==> config.mk <==
export PLATFORM = sky130hd
export DESIGN_NAME = crg_core_regs
export DESIGN_NICKNAME = d
export VERILOG_FILES = /design/src/logic/crg_pkg.sv /design/src/logic/crg_flags.sv /design/src/logic/crg_stack.sv /design/src/logic/crg_core_regs.sv
export SDC_FILE = /design/constraint.sdc
export NUM_CORES = 1
export LEC_CHECK = 0
export BUFFER_PORTS_ARGS = -buffer_cell sky130_fd_sc_hd__buf_2
export CORE_UTILIZATION = 50
export DETAILED_ROUTE_END_ITERATION = 6
export PLACE_DENSITY = 0.78
export REMOVE_ABC_BUFFERS = 1
export SLEW_MARGIN = 40
export SYNTH_ARGS = -nofsm -noshare
export SYNTH_HDL_FRONTEND = slang
export SYNTH_SLANG_ARGS = --single-unit
==> constraint.sdc <==
create_clock -name mclk_i -period 3.6 [get_ports mclk_i]
set_input_delay 0 -clock mclk_i [delete_from_list [all_inputs] [get_ports mclk_i]]
set_output_delay 0 -clock mclk_i [all_outputs]
set_load 0.05 [all_outputs]
==> src/logic/crg_pkg.sv <==
// Purpose: Shared constants and types for the core register, flag and stack block.
// Assumes: One 100 MHz clock, synchronous active-low reset.
// Notes:   Data-space offsets, widths, stack depth and command codes live here.
package crg_pkg;

  // ********************************************************************
  // Widths and sizes
  // ********************************************************************
  localparam int unsigned DATA_W      = 8;
  localparam int unsigned PC_W        = 12;
  localparam int unsigned STACK_DEPTH = 6;
  localparam int unsigned DEPTH_W     = 3;

  // ********************************************************************
  // Data-space offsets
  // ********************************************************************
  localparam logic [7:0] ADDR_POINTER_ONE      = 8'h80;
  localparam logic [7:0] ADDR_POINTER_TWO      = 8'h81;
  localparam logic [7:0] ADDR_SHORT_DIRECT_ONE = 8'h82;
  localparam logic [7:0] ADDR_SHORT_DIRECT_TWO = 8'h83;
  localparam logic [7:0] ADDR_ACCUMULATOR      = 8'hff;

  // ********************************************************************
  // Values after reset and the counter increment
  // ********************************************************************
  localparam logic [7:0]  REG_RESET    = 8'h00;
  localparam logic [11:0] PC_RESET     = 12'h000;
  localparam logic [11:0] PC_INCREMENT = 12'h001;
  localparam logic [2:0]  DEPTH_RESET  = 3'h0;

  // ********************************************************************
  // Types
  // ********************************************************************
  // Flag context; reset selects the non-maskable one.
  typedef enum logic [1:0] {
    CRG_CTX_NORMAL = 2'b00,
    CRG_CTX_IRQ    = 2'b01,
    CRG_CTX_NMI    = 2'b10
  } crg_ctx_t;

  // Program counter update source.
  typedef enum logic [2:0] {
    CRG_PC_HOLD     = 3'b000,
    CRG_PC_NEXT     = 3'b001,
    CRG_PC_JUMP     = 3'b010,
    CRG_PC_CALL     = 3'b011,
    CRG_PC_RELATIVE = 3'b100,
    CRG_PC_RETURN   = 3'b101,
    CRG_PC_RETURN_FROM_INTERRUPT     = 3'b110,
    CRG_PC_VECTOR   = 3'b111
  } crg_pc_op_t;

  // Flag update request from the ALU.
  typedef struct packed {
    logic carry_we;
    logic carry;
    logic zero_we;
    logic zero;
  } crg_flag_upd_t;

  // Data-space access to the core registers.
  typedef struct packed {
    logic       wr;
    logic [7:0] addr;
    logic [7:0] wdata;
  } crg_dacc_t;

  // Program counter command.
  typedef struct packed {
    crg_pc_op_t  op;
    logic [11:0] target;
    logic [7:0]  offset;
    logic        vec_nmi;
  } crg_pc_cmd_t;

endpackage

==> src/logic/crg_flags.sv <==
// Purpose: Three context-switched carry/zero flag pairs.
// Assumes: Context is supplied by the core; one update per cycle.
// Notes:   Only the pair of the active context is written or seen.
`timescale 1ns/1ns
module crg_flags (
  input  wire logic                   mclk_i,
  input  wire logic                   resetn_i,
  input  crg_pkg::crg_ctx_t           ctx_i,
  input  crg_pkg::crg_flag_upd_t      upd_i,
  output logic                        carry_o,
  output logic                        zero_o
);

  // ********************************************************************
  // Flag storage
  // ********************************************************************
  logic [2:0] carry_reg;
  logic [2:0] zero_reg;
  logic [1:0] idx;

  assign idx = ctx_i;

  // Only the active pair changes; switching contexts preserves all pairs.
  always_ff @(posedge mclk_i) begin
    if (!resetn_i) begin
      carry_reg <= 3'h0;
      zero_reg  <= 3'h0;
    end else begin
      if (upd_i.carry_we) begin
        carry_reg[idx] <= upd_i.carry; // RULE13 RULE12
      end
      if (upd_i.zero_we) begin
        zero_reg[idx] <= upd_i.zero; // RULE14 RULE12
      end
    end
  end

  // The active pair is the only one visible.
  assign carry_o = carry_reg[idx]; // RULE10
  assign zero_o  = zero_reg[idx];

endmodule

==> src/logic/crg_stack.sv <==
// Purpose: Six-level return address LIFO, no stack pointer visible.
// Assumes: Push and pop never requested together.
// Notes:   Overflow drops the oldest entry; underflow reports empty.
`timescale 1ns/1ns
module crg_stack #(
  parameter int unsigned DEPTH = crg_pkg::STACK_DEPTH
) (
  input  wire logic         mclk_i,
  input  wire logic         resetn_i,
  input  wire logic         push_i,
  input  wire logic         pop_i,
  input  wire logic [11:0]  push_data_i,
  output logic [11:0]       top_o,
  output logic              empty_o,
  output logic [2:0]        depth_o
);

  // ********************************************************************
  // Storage and occupancy
  // ********************************************************************
  logic [11:0] level_reg [DEPTH];
  logic [2:0]  depth_reg;

  // Entries shift deeper on push and up on pop; the last entry falls off.
  always_ff @(posedge mclk_i) begin
    if (push_i) begin
      level_reg[0] <= push_data_i; // RULE17
      for (int i = 1; i < DEPTH; i++) begin
        level_reg[i] <= level_reg[i-1];
      end
    end else if (pop_i) begin
      for (int i = 0; i < DEPTH - 1; i++) begin
        level_reg[i] <= level_reg[i+1]; // RULE18
      end
    end
  end

  // Occupancy saturates at both ends so overflow and underflow are benign.
  always_ff @(posedge mclk_i) begin
    if (!resetn_i) begin
      depth_reg <= crg_pkg::DEPTH_RESET;
    end else if (push_i && depth_reg != 3'(DEPTH)) begin
      depth_reg <= depth_reg + 3'h1;
    end else if (pop_i && depth_reg != 3'h0) begin
      depth_reg <= depth_reg - 3'h1; // RULE19 RULE20
    end
  end

  assign top_o   = level_reg[0];
  assign empty_o = (depth_reg == 3'h0);
  assign depth_o = depth_reg;

endmodule

==> src/logic/crg_core_regs.sv <==
// Purpose: Programmer-visible core state: accumulator, pointers, PC, flags, stack.
// Assumes: Sequencer issues one PC command per machine step; inputs synchronous.
// Notes:   Notes on behaviour list follows.
//
// Notes on behaviour
// RULE1: Eight-bit accumulator, also read and written at data-space FFh.
// RULE2: First pointer at 80h, second pointer at 81h in data space.
// RULE3: Short-direct registers at 82h and 83h, also reachable by direct addressing.
// RULE4: Pointers give the indirect address and are ordinary data-space registers too.
// RULE5: Twelve-bit program counter covering 4096 bytes of program space.
// RULE6: Space beyond 4096 bytes uses an outside bank register, not a wider counter.
// RULE7: Counter advances after the current instruction address has been read.
// RULE8: Jump, call, vector, return and increment-by-one load the counter.
// RULE9: Relative branch adds signed offset to counter through the adder.
// RULE10: Three carry/zero pairs: normal, interrupt and non-maskable.
// RULE11: Interrupt entry switches pair; return-from-interrupt restores the previous.
// RULE12: Each pair visible only in its context; switching never clears it.
// RULE13: Active carry from arithmetic carry or borrow, bit test, feeds rotate.
// RULE14: Active zero set when last arithmetic or logic result is zero.
// RULE15: After reset the core runs in non-maskable context.
// RULE16: Six-entry twelve-bit hardware return stack, no pointer register.
// RULE17: Call or interrupt shifts entries deeper; counter enters level one.
// RULE18: Return loads level one into counter and shifts deeper entries up.
// RULE19: Beyond six nestings the stack stays deepest; oldest address lost.
// RULE20: Return on empty stack keeps stack at top; next instruction runs.
// RULE21: Only the counter is pushed; accumulator and others are not saved.
`timescale 1ns/1ns
module crg_core_regs #(
  parameter logic [11:0] RESET_VECTOR = 12'hffe,
  parameter logic [11:0] NMI_VECTOR   = 12'hffc
) (
  input  wire logic                   mclk_i,
  input  wire logic                   resetn_i,
  input  crg_pkg::crg_dacc_t          dacc_i,
  output logic [7:0]                  dacc_rdata_o,
  output logic                        dacc_hit_o,
  input  wire logic                   acc_we_i,
  input  wire logic [7:0]             acc_wdata_i,
  input  wire logic                   fetch_done_i,
  input  crg_pkg::crg_pc_cmd_t        pc_cmd_i,
  input  wire logic [11:0]            irq_vector_i,
  input  crg_pkg::crg_flag_upd_t      flag_upd_i,
  output logic [11:0]                 program_counter_o,
  output logic [7:0]                  accumulator_o,
  output logic [7:0]                  pointer_one_o,
  output logic [7:0]                  pointer_two_o,
  output logic [7:0]                  short_direct_one_o,
  output logic [7:0]                  short_direct_two_o,
  output logic                        carry_o,
  output logic                        zero_o,
  output crg_pkg::crg_ctx_t           ctx_o,
  output logic [2:0]                  stack_depth_o
);

  // ********************************************************************
  // Declarations
  // ********************************************************************
  logic [7:0]          accumulator_reg;
  logic [7:0]          pointer_one_reg;
  logic [7:0]          pointer_two_reg;
  logic [7:0]          short_direct_one_reg;
  logic [7:0]          short_direct_two_reg;
  logic [11:0]         program_counter_reg;
  logic [11:0]         program_counter_next;
  crg_pkg::crg_ctx_t   ctx_reg;
  crg_pkg::crg_ctx_t   ctx_next;
  crg_pkg::crg_ctx_t   saved_ctx_reg;
  crg_pkg::crg_ctx_t   saved_ctx_next;
  logic                stack_push;
  logic                stack_pop;
  logic [11:0]         stack_top;
  logic                stack_empty;
  logic                is_entry;
  logic                is_return;

  // Data-space write strobe for one offset.
  function automatic logic dwrite(input crg_pkg::crg_dacc_t acc, input logic [7:0] a);
    dwrite = acc.wr && (acc.addr == a);
  endfunction

  // Sign-extend an eight-bit branch offset to counter width.
  function automatic logic [11:0] sext_offset(input logic [7:0] off);
    sext_offset = {{4{off[7]}}, off};
  endfunction

  // ********************************************************************
  // Data-space registers
  // ********************************************************************
  // The ALU result write takes priority over a data-space write to FFh.
  always_ff @(posedge mclk_i) begin
    if (!resetn_i) begin
      accumulator_reg <= crg_pkg::REG_RESET;
    end else if (acc_we_i) begin
      accumulator_reg <= acc_wdata_i; // RULE1
    end else if (dwrite(dacc_i, crg_pkg::ADDR_ACCUMULATOR)) begin
      accumulator_reg <= dacc_i.wdata; // RULE1
    end
  end

  // Pointers double as ordinary data-space registers.
  always_ff @(posedge mclk_i) begin
    if (!resetn_i) begin
      pointer_one_reg <= crg_pkg::REG_RESET;
      pointer_two_reg <= crg_pkg::REG_RESET;
    end else begin
      if (dwrite(dacc_i, crg_pkg::ADDR_POINTER_ONE)) begin
        pointer_one_reg <= dacc_i.wdata; // RULE2 RULE4
      end
      if (dwrite(dacc_i, crg_pkg::ADDR_POINTER_TWO)) begin
        pointer_two_reg <= dacc_i.wdata; // RULE2 RULE4
      end
    end
  end

  // Short-direct registers; every addressing mode funnels here by offset.
  always_ff @(posedge mclk_i) begin
    if (!resetn_i) begin
      short_direct_one_reg <= crg_pkg::REG_RESET;
      short_direct_two_reg <= crg_pkg::REG_RESET;
    end else begin
      if (dwrite(dacc_i, crg_pkg::ADDR_SHORT_DIRECT_ONE)) begin
        short_direct_one_reg <= dacc_i.wdata; // RULE3
      end
      if (dwrite(dacc_i, crg_pkg::ADDR_SHORT_DIRECT_TWO)) begin
        short_direct_two_reg <= dacc_i.wdata; // RULE3
      end
    end
  end

  // Read mux; other offsets belong to RAM or peripherals and miss here.
  always_comb begin
    dacc_rdata_o = 8'h00;
    dacc_hit_o   = 1'b1;
    case (dacc_i.addr)
      crg_pkg::ADDR_ACCUMULATOR:      dacc_rdata_o = accumulator_reg; // RULE1
      crg_pkg::ADDR_POINTER_ONE:      dacc_rdata_o = pointer_one_reg; // RULE2
      crg_pkg::ADDR_POINTER_TWO:      dacc_rdata_o = pointer_two_reg;
      crg_pkg::ADDR_SHORT_DIRECT_ONE: dacc_rdata_o = short_direct_one_reg; // RULE3
      crg_pkg::ADDR_SHORT_DIRECT_TWO: dacc_rdata_o = short_direct_two_reg;
      default:                        dacc_hit_o   = 1'b0;
    endcase
  end

  // ********************************************************************
  // Program counter
  // ********************************************************************
  assign is_entry  = (pc_cmd_i.op == crg_pkg::CRG_PC_CALL) ||
                     (pc_cmd_i.op == crg_pkg::CRG_PC_VECTOR);
  assign is_return = (pc_cmd_i.op == crg_pkg::CRG_PC_RETURN) ||
                     (pc_cmd_i.op == crg_pkg::CRG_PC_RETURN_FROM_INTERRUPT);

  // Next counter value; bank switching is outside, so the counter wraps at 12 bits.
  always_comb begin
    program_counter_next = program_counter_reg;
    case (pc_cmd_i.op)
      crg_pkg::CRG_PC_HOLD: program_counter_next = program_counter_reg;
      crg_pkg::CRG_PC_NEXT: begin
        if (fetch_done_i) begin
          program_counter_next = program_counter_reg + crg_pkg::PC_INCREMENT; // RULE7 RULE8
        end
      end
      crg_pkg::CRG_PC_JUMP: program_counter_next = pc_cmd_i.target; // RULE8
      crg_pkg::CRG_PC_CALL: program_counter_next = pc_cmd_i.target; // RULE8
      crg_pkg::CRG_PC_RELATIVE: begin
        program_counter_next = program_counter_reg + sext_offset(pc_cmd_i.offset); // RULE9
      end
      crg_pkg::CRG_PC_RETURN, crg_pkg::CRG_PC_RETURN_FROM_INTERRUPT: begin
        // An empty stack leaves the counter to fall through to the next instruction.
        if (stack_empty) begin
          program_counter_next = program_counter_reg + crg_pkg::PC_INCREMENT; // RULE20
        end else begin
          program_counter_next = stack_top; // RULE8 RULE18
        end
      end
      crg_pkg::CRG_PC_VECTOR: begin
        program_counter_next = pc_cmd_i.vec_nmi ? NMI_VECTOR : irq_vector_i; // RULE8
      end
      default: program_counter_next = program_counter_reg;
    endcase
  end

  // Twelve-bit counter; reset loads the reset vector.
  always_ff @(posedge mclk_i) begin
    if (!resetn_i) begin
      program_counter_reg <= RESET_VECTOR; // RULE5 RULE6 RULE8
    end else begin
      program_counter_reg <= program_counter_next;
    end
  end

  // ********************************************************************
  // Flag context
  // ********************************************************************
  // A maskable entry remembers the context it left; NMI entry remembers too.
  // Only one level is remembered, matching the single nesting the contexts allow.
  always_comb begin
    ctx_next       = ctx_reg;
    saved_ctx_next = saved_ctx_reg;
    case (pc_cmd_i.op)
      crg_pkg::CRG_PC_VECTOR: begin
        saved_ctx_next = ctx_reg;
        ctx_next       = pc_cmd_i.vec_nmi ? crg_pkg::CRG_CTX_NMI
                                          : crg_pkg::CRG_CTX_IRQ; // RULE11
      end
      crg_pkg::CRG_PC_RETURN_FROM_INTERRUPT: begin
        ctx_next       = saved_ctx_reg; // RULE11
        saved_ctx_next = crg_pkg::CRG_CTX_NORMAL;
      end
      default: begin
        ctx_next       = ctx_reg;
        saved_ctx_next = saved_ctx_reg;
      end
    endcase
  end

  always_ff @(posedge mclk_i) begin
    if (!resetn_i) begin
      ctx_reg       <= crg_pkg::CRG_CTX_NMI; // RULE15
      saved_ctx_reg <= crg_pkg::CRG_CTX_NORMAL;
    end else begin
      ctx_reg       <= ctx_next;
      saved_ctx_reg <= saved_ctx_next;
    end
  end

  crg_flags u_flags (
    .mclk_i   (mclk_i),
    .resetn_i (resetn_i),
    .ctx_i    (ctx_reg),
    .upd_i    (flag_upd_i),
    .carry_o  (carry_o),
    .zero_o   (zero_o)
  );

  // ********************************************************************
  // Return stack
  // ********************************************************************
  // Only the return address is pushed; data registers are software's job.
  assign stack_push = is_entry; // RULE17 RULE21
  assign stack_pop  = is_return; // RULE18

  crg_stack #(
    .DEPTH (crg_pkg::STACK_DEPTH)
  ) u_stack (
    .mclk_i      (mclk_i),
    .resetn_i    (resetn_i),
    .push_i      (stack_push),
    .pop_i       (stack_pop),
    .push_data_i (program_counter_reg), // RULE16
    .top_o       (stack_top),
    .empty_o     (stack_empty),
    .depth_o     (stack_depth_o)
  );

  // ********************************************************************
  // Outputs
  // ********************************************************************
  assign program_counter_o  = program_counter_reg;
  assign accumulator_o      = accumulator_reg;
  assign pointer_one_o      = pointer_one_reg; // RULE4
  assign pointer_two_o      = pointer_two_reg;
  assign short_direct_one_o = short_direct_one_reg;
  assign short_direct_two_o = short_direct_two_reg;
  assign ctx_o              = ctx_reg;

endmodule

==> out/metrics.cfg <==
[detailed_routing]
post-route-drc-count = 0
dr_total_vias = 6010
firstDrtPassIters = 7
detailed_route_iter0_violations = 633
avgViaCountPerCell = 6.06
drt_wl_total_um = 18200
antenna_left = 0
routed_wire_length_per_instance_um = 18.4

[clock_network]
cts_hold_buf = 27
cts_root_buf = sky130_fd_sc_hd__clkbuf_16
postCtsSetupRepairBufs = 0
clock_insertion_delay_worst_skew_ns = 0.42
cts-buffers-inserted = 17
cts_buffer_depth = 2
cts.reportedPaths.clkPinSlew_ns = 0.06
cts_tree = done
clock_sinks = 137
cts.htree.levels = 4
cts-resized-gates = 0

[setup_path]
setup.worst_path.start_class = register
cpLargestDelayFamily = compound AO/OA/AOI/OAI gates
timing.critical_path.buf_inv = 0
setup_slack_reg_to_reg_ns = 1.02
critical-path-slowest-cell = sky130_fd_sc_hd__fa_1
crit-reg2reg-capture = program_counter_o[6]
kind_of_critical_path = register to register
worst_ep_arrival_time_ns = 2.87
worst_path_largest_cell_delay_ns = 0.45
cp_common_cell = sky130_fd_sc_hd__a211oi_2
cp-end-kind = register
r2r-start = program_counter_o[0]
cp_data_required_time_ns = 3.89
worst_path_fanout_max = 8
r2r.worst_path.cells = 8
worstPathCellList = ha_1 -> fa_1 -> a211oi_2 -> nor3b_1 -> a211oi_2 -> xnor2_1 -> a2111oi_0 -> o21ai_1

[timing]
skew_ns = 0.00650
finalSetupViolCount = 0
timing.hold.ws_ns = 0.0349
timing.final.max_slew_violations = 0
grt_setup_unrepaired = no
hold_viol_final = 0
finalCriticalPeriod_ns = 2.58
achievable-frequency_mhz = 387
final_min_period_over_clock_period = 0.717
worst_slew_pin_slew_ns = 0.796
tns_ns = 0
max-slew-margin-rel = 0.469

[logic_synthesis]
synth_async_sr_flop_share = 0
ys_warn_count = 0
synth_most_common_cell = sky130_fd_sc_hd__nand2_1
netlist_area_mm2 = 0.00692
ys_seq_elements = 137
ys_types = 64
number_of_synthesized_flops_with_an_enable_pin = 72
synth_commonest_cells = sky130_fd_sc_hd__nand2_1, sky130_fd_sc_hd__edfxtp_1, sky130_fd_sc_hd__mux2_2
synth.top_cells.by_area = sky130_fd_sc_hd__edfxtp_1, sky130_fd_sc_hd__dfxtp_1, sky130_fd_sc_hd__mux2_2, sky130_fd_sc_hd__nand2_1, sky130_fd_sc_hd__a21oi_1
synth.yosys.seq_area_share = 0.500
post_synth.cell_area_avg_um2 = 10.7
syn_inst = 650
synthDominantAreaCellType = sky130_fd_sc_hd__edfxtp_1
most_frequently_used_flop_master_after_synthesis = sky130_fd_sc_hd__edfxtp_1
synth_largest_type_area_fraction = 0.312

[placement]
portBuffers = 136
gp_congestion = 0.947
placedInstanceArea_mm2 = 0.00770
dpl.hpwl_um = 12300

[global_route]
remaining_global_route_overflow = 0
grt_max_degree = 62
number_of_global_route_vias_before_repair = 5780
global_route.usage.total = 0.256
antenna_found_initial = 0
grt_pass1_wl_um = 28700

[finish]
drive_gt1_frac = 0.321
final_area_mm2 = 0.00859
insertedDiodeCount = 0
largest_register_ffs = 72
nets = 885
area_growth_syn_to_layout_pct = 24.1

[floorplan]
fp.dieH_um = 120
die_width_um = 120
die_area_mm2 = 0.0143
io_pins = 137
start_util = 0.519
placementRows = 42
core_area_mm2 = 0.0133

[min_path]
whs_path_depth = 3
hp-class = input pin to register
hold_end = accumulator_o[3]
hold_path_startpoint = acc_we_i

[pwr]
fin_total_pwr_mw = 4.49
power.static_leakage_nw = 3.34
power-per-cell-area_mw_per_mm2 = 523
maximum_vdd_ir_drop_mv = 0.298

[status]
status = complete, no violations

[job]
maxCapViolCount = 0

[per-stage QoR]
stage | worst slack (ns) | std cells | util
after global routing | 0.843 | 991 | 0.644
after global placement | 1.15 | 932 | 0.577
after detailed placement | 1.12 | 932 | 0.577
final | 1.02 | 991 | 0.644
after floorplan | 0.417 | 617 | -
after CTS | 1.08 | 991 | 0.643
[cells by family (layout without fill, tap and decap cells)]
logic type	after synthesis	after routing	synth area share
buffers and inverters	44	209	0.0287
adders and majority gates	14	14	0.0275
and+or+nand+nor	201	201	0.141
DFF	137	137	0.500
xor gates and xnor gates	20	20	0.0253
AOI/OAI and AO/OA	151	151	0.145
muxes	83	83	0.132
[layout make-up]
class / instances / area, um^2
clock buffer: 19 / 433
clock inverter: 13 / 178
fill: 1001 / 4760
inverter: 11 / 43.8
multi-input combinational: 469 / 3280
sequential: 137 / 3460
tap: 176 / 220
timing repair buffer: 166 / 973
[tightest hold or removal path: stages]
cell and delay (ns):
sky130_fd_sc_hd__buf_2 0.20, sky130_fd_sc_hd__mux2i_1 0.15, sky130_fd_sc_hd__nor2_1 0.07
[cells in the final DEF, fill, tap and decap left out, types with 4 or more instances in the layout]
cell | synthesis | final
sky130_fd_sc_hd__a211oi_1 | 4 | 4
sky130_fd_sc_hd__a21oi_1 | 47 | 47
sky130_fd_sc_hd__a21oi_2 | 8 | 8
sky130_fd_sc_hd__a221oi_1 | 6 | 6
sky130_fd_sc_hd__a222oi_1 | 8 | 8
sky130_fd_sc_hd__a22oi_1 | 9 | 9
sky130_fd_sc_hd__a31oi_1 | 4 | 4
sky130_fd_sc_hd__buf_2 | 6 | 136
sky130_fd_sc_hd__bufinv_16 | 0 | 4
sky130_fd_sc_hd__clkbuf_16 | 0 | 17
sky130_fd_sc_hd__dfxtp_1 | 65 | 65
sky130_fd_sc_hd__dlygate4sd3_1 | 0 | 27
sky130_fd_sc_hd__edfxtp_1 | 72 | 72
sky130_fd_sc_hd__ha_1 | 12 | 12
sky130_fd_sc_hd__inv_1 | 9 | 9
sky130_fd_sc_hd__mux2_2 | 68 | 68
sky130_fd_sc_hd__mux2i_1 | 15 | 15
sky130_fd_sc_hd__nand2_1 | 93 | 92
sky130_fd_sc_hd__nand3_1 | 35 | 35
sky130_fd_sc_hd__nand4_1 | 10 | 10
sky130_fd_sc_hd__nor2_1 | 33 | 31
sky130_fd_sc_hd__nor3_1 | 4 | 4
sky130_fd_sc_hd__o211ai_1 | 6 | 6
sky130_fd_sc_hd__o21ai_0 | 31 | 31
sky130_fd_sc_hd__xnor2_1 | 10 | 10
sky130_fd_sc_hd__xor2_1 | 10 | 10
[layer usage]
metal | global-route usage | part of all wire | vias up
met5 | 0 | 0 | -
met4 | 0.148 | 0.040 | 0
met3 | 0.0518 | 0.063 | 64
met2 | 0.415 | 0.50 | 282
met1 | 0.316 | 0.40 | 2918
li1 | - | - | 2746
[power by group]
| part | internal (mW) | total (mW) | switching [mW] |
|---|---|---|---|
| registers | 1.80 | 1.91 | 0.110 |
| clock network | 1.15 | 1.81 | 0.654 |
| logic | 0.314 | 0.777 | 0.462 |
| total | 3.27 | 4.49 | 1.23 |
[worst max-delay path by stage]
stage / start / endpoint / slack (ns) / depth (start not counted)
floorplan: pc_cmd_i[22] / u_stack.depth_o[0] / 0.42 / 3
global placement: program_counter_o[0] / program_counter_o[6] / 1.15 / 8
detailed placement: program_counter_o[0] / program_counter_o[6] / 1.12 / 8
CTS: program_counter_o[0] / program_counter_o[6] / 1.08 / 8
global route: program_counter_o[0] / program_counter_o[6] / 0.84 / 8
finish: program_counter_o[0] / program_counter_o[6] / 1.02 / 8
(Power assumes the default switching activity.)
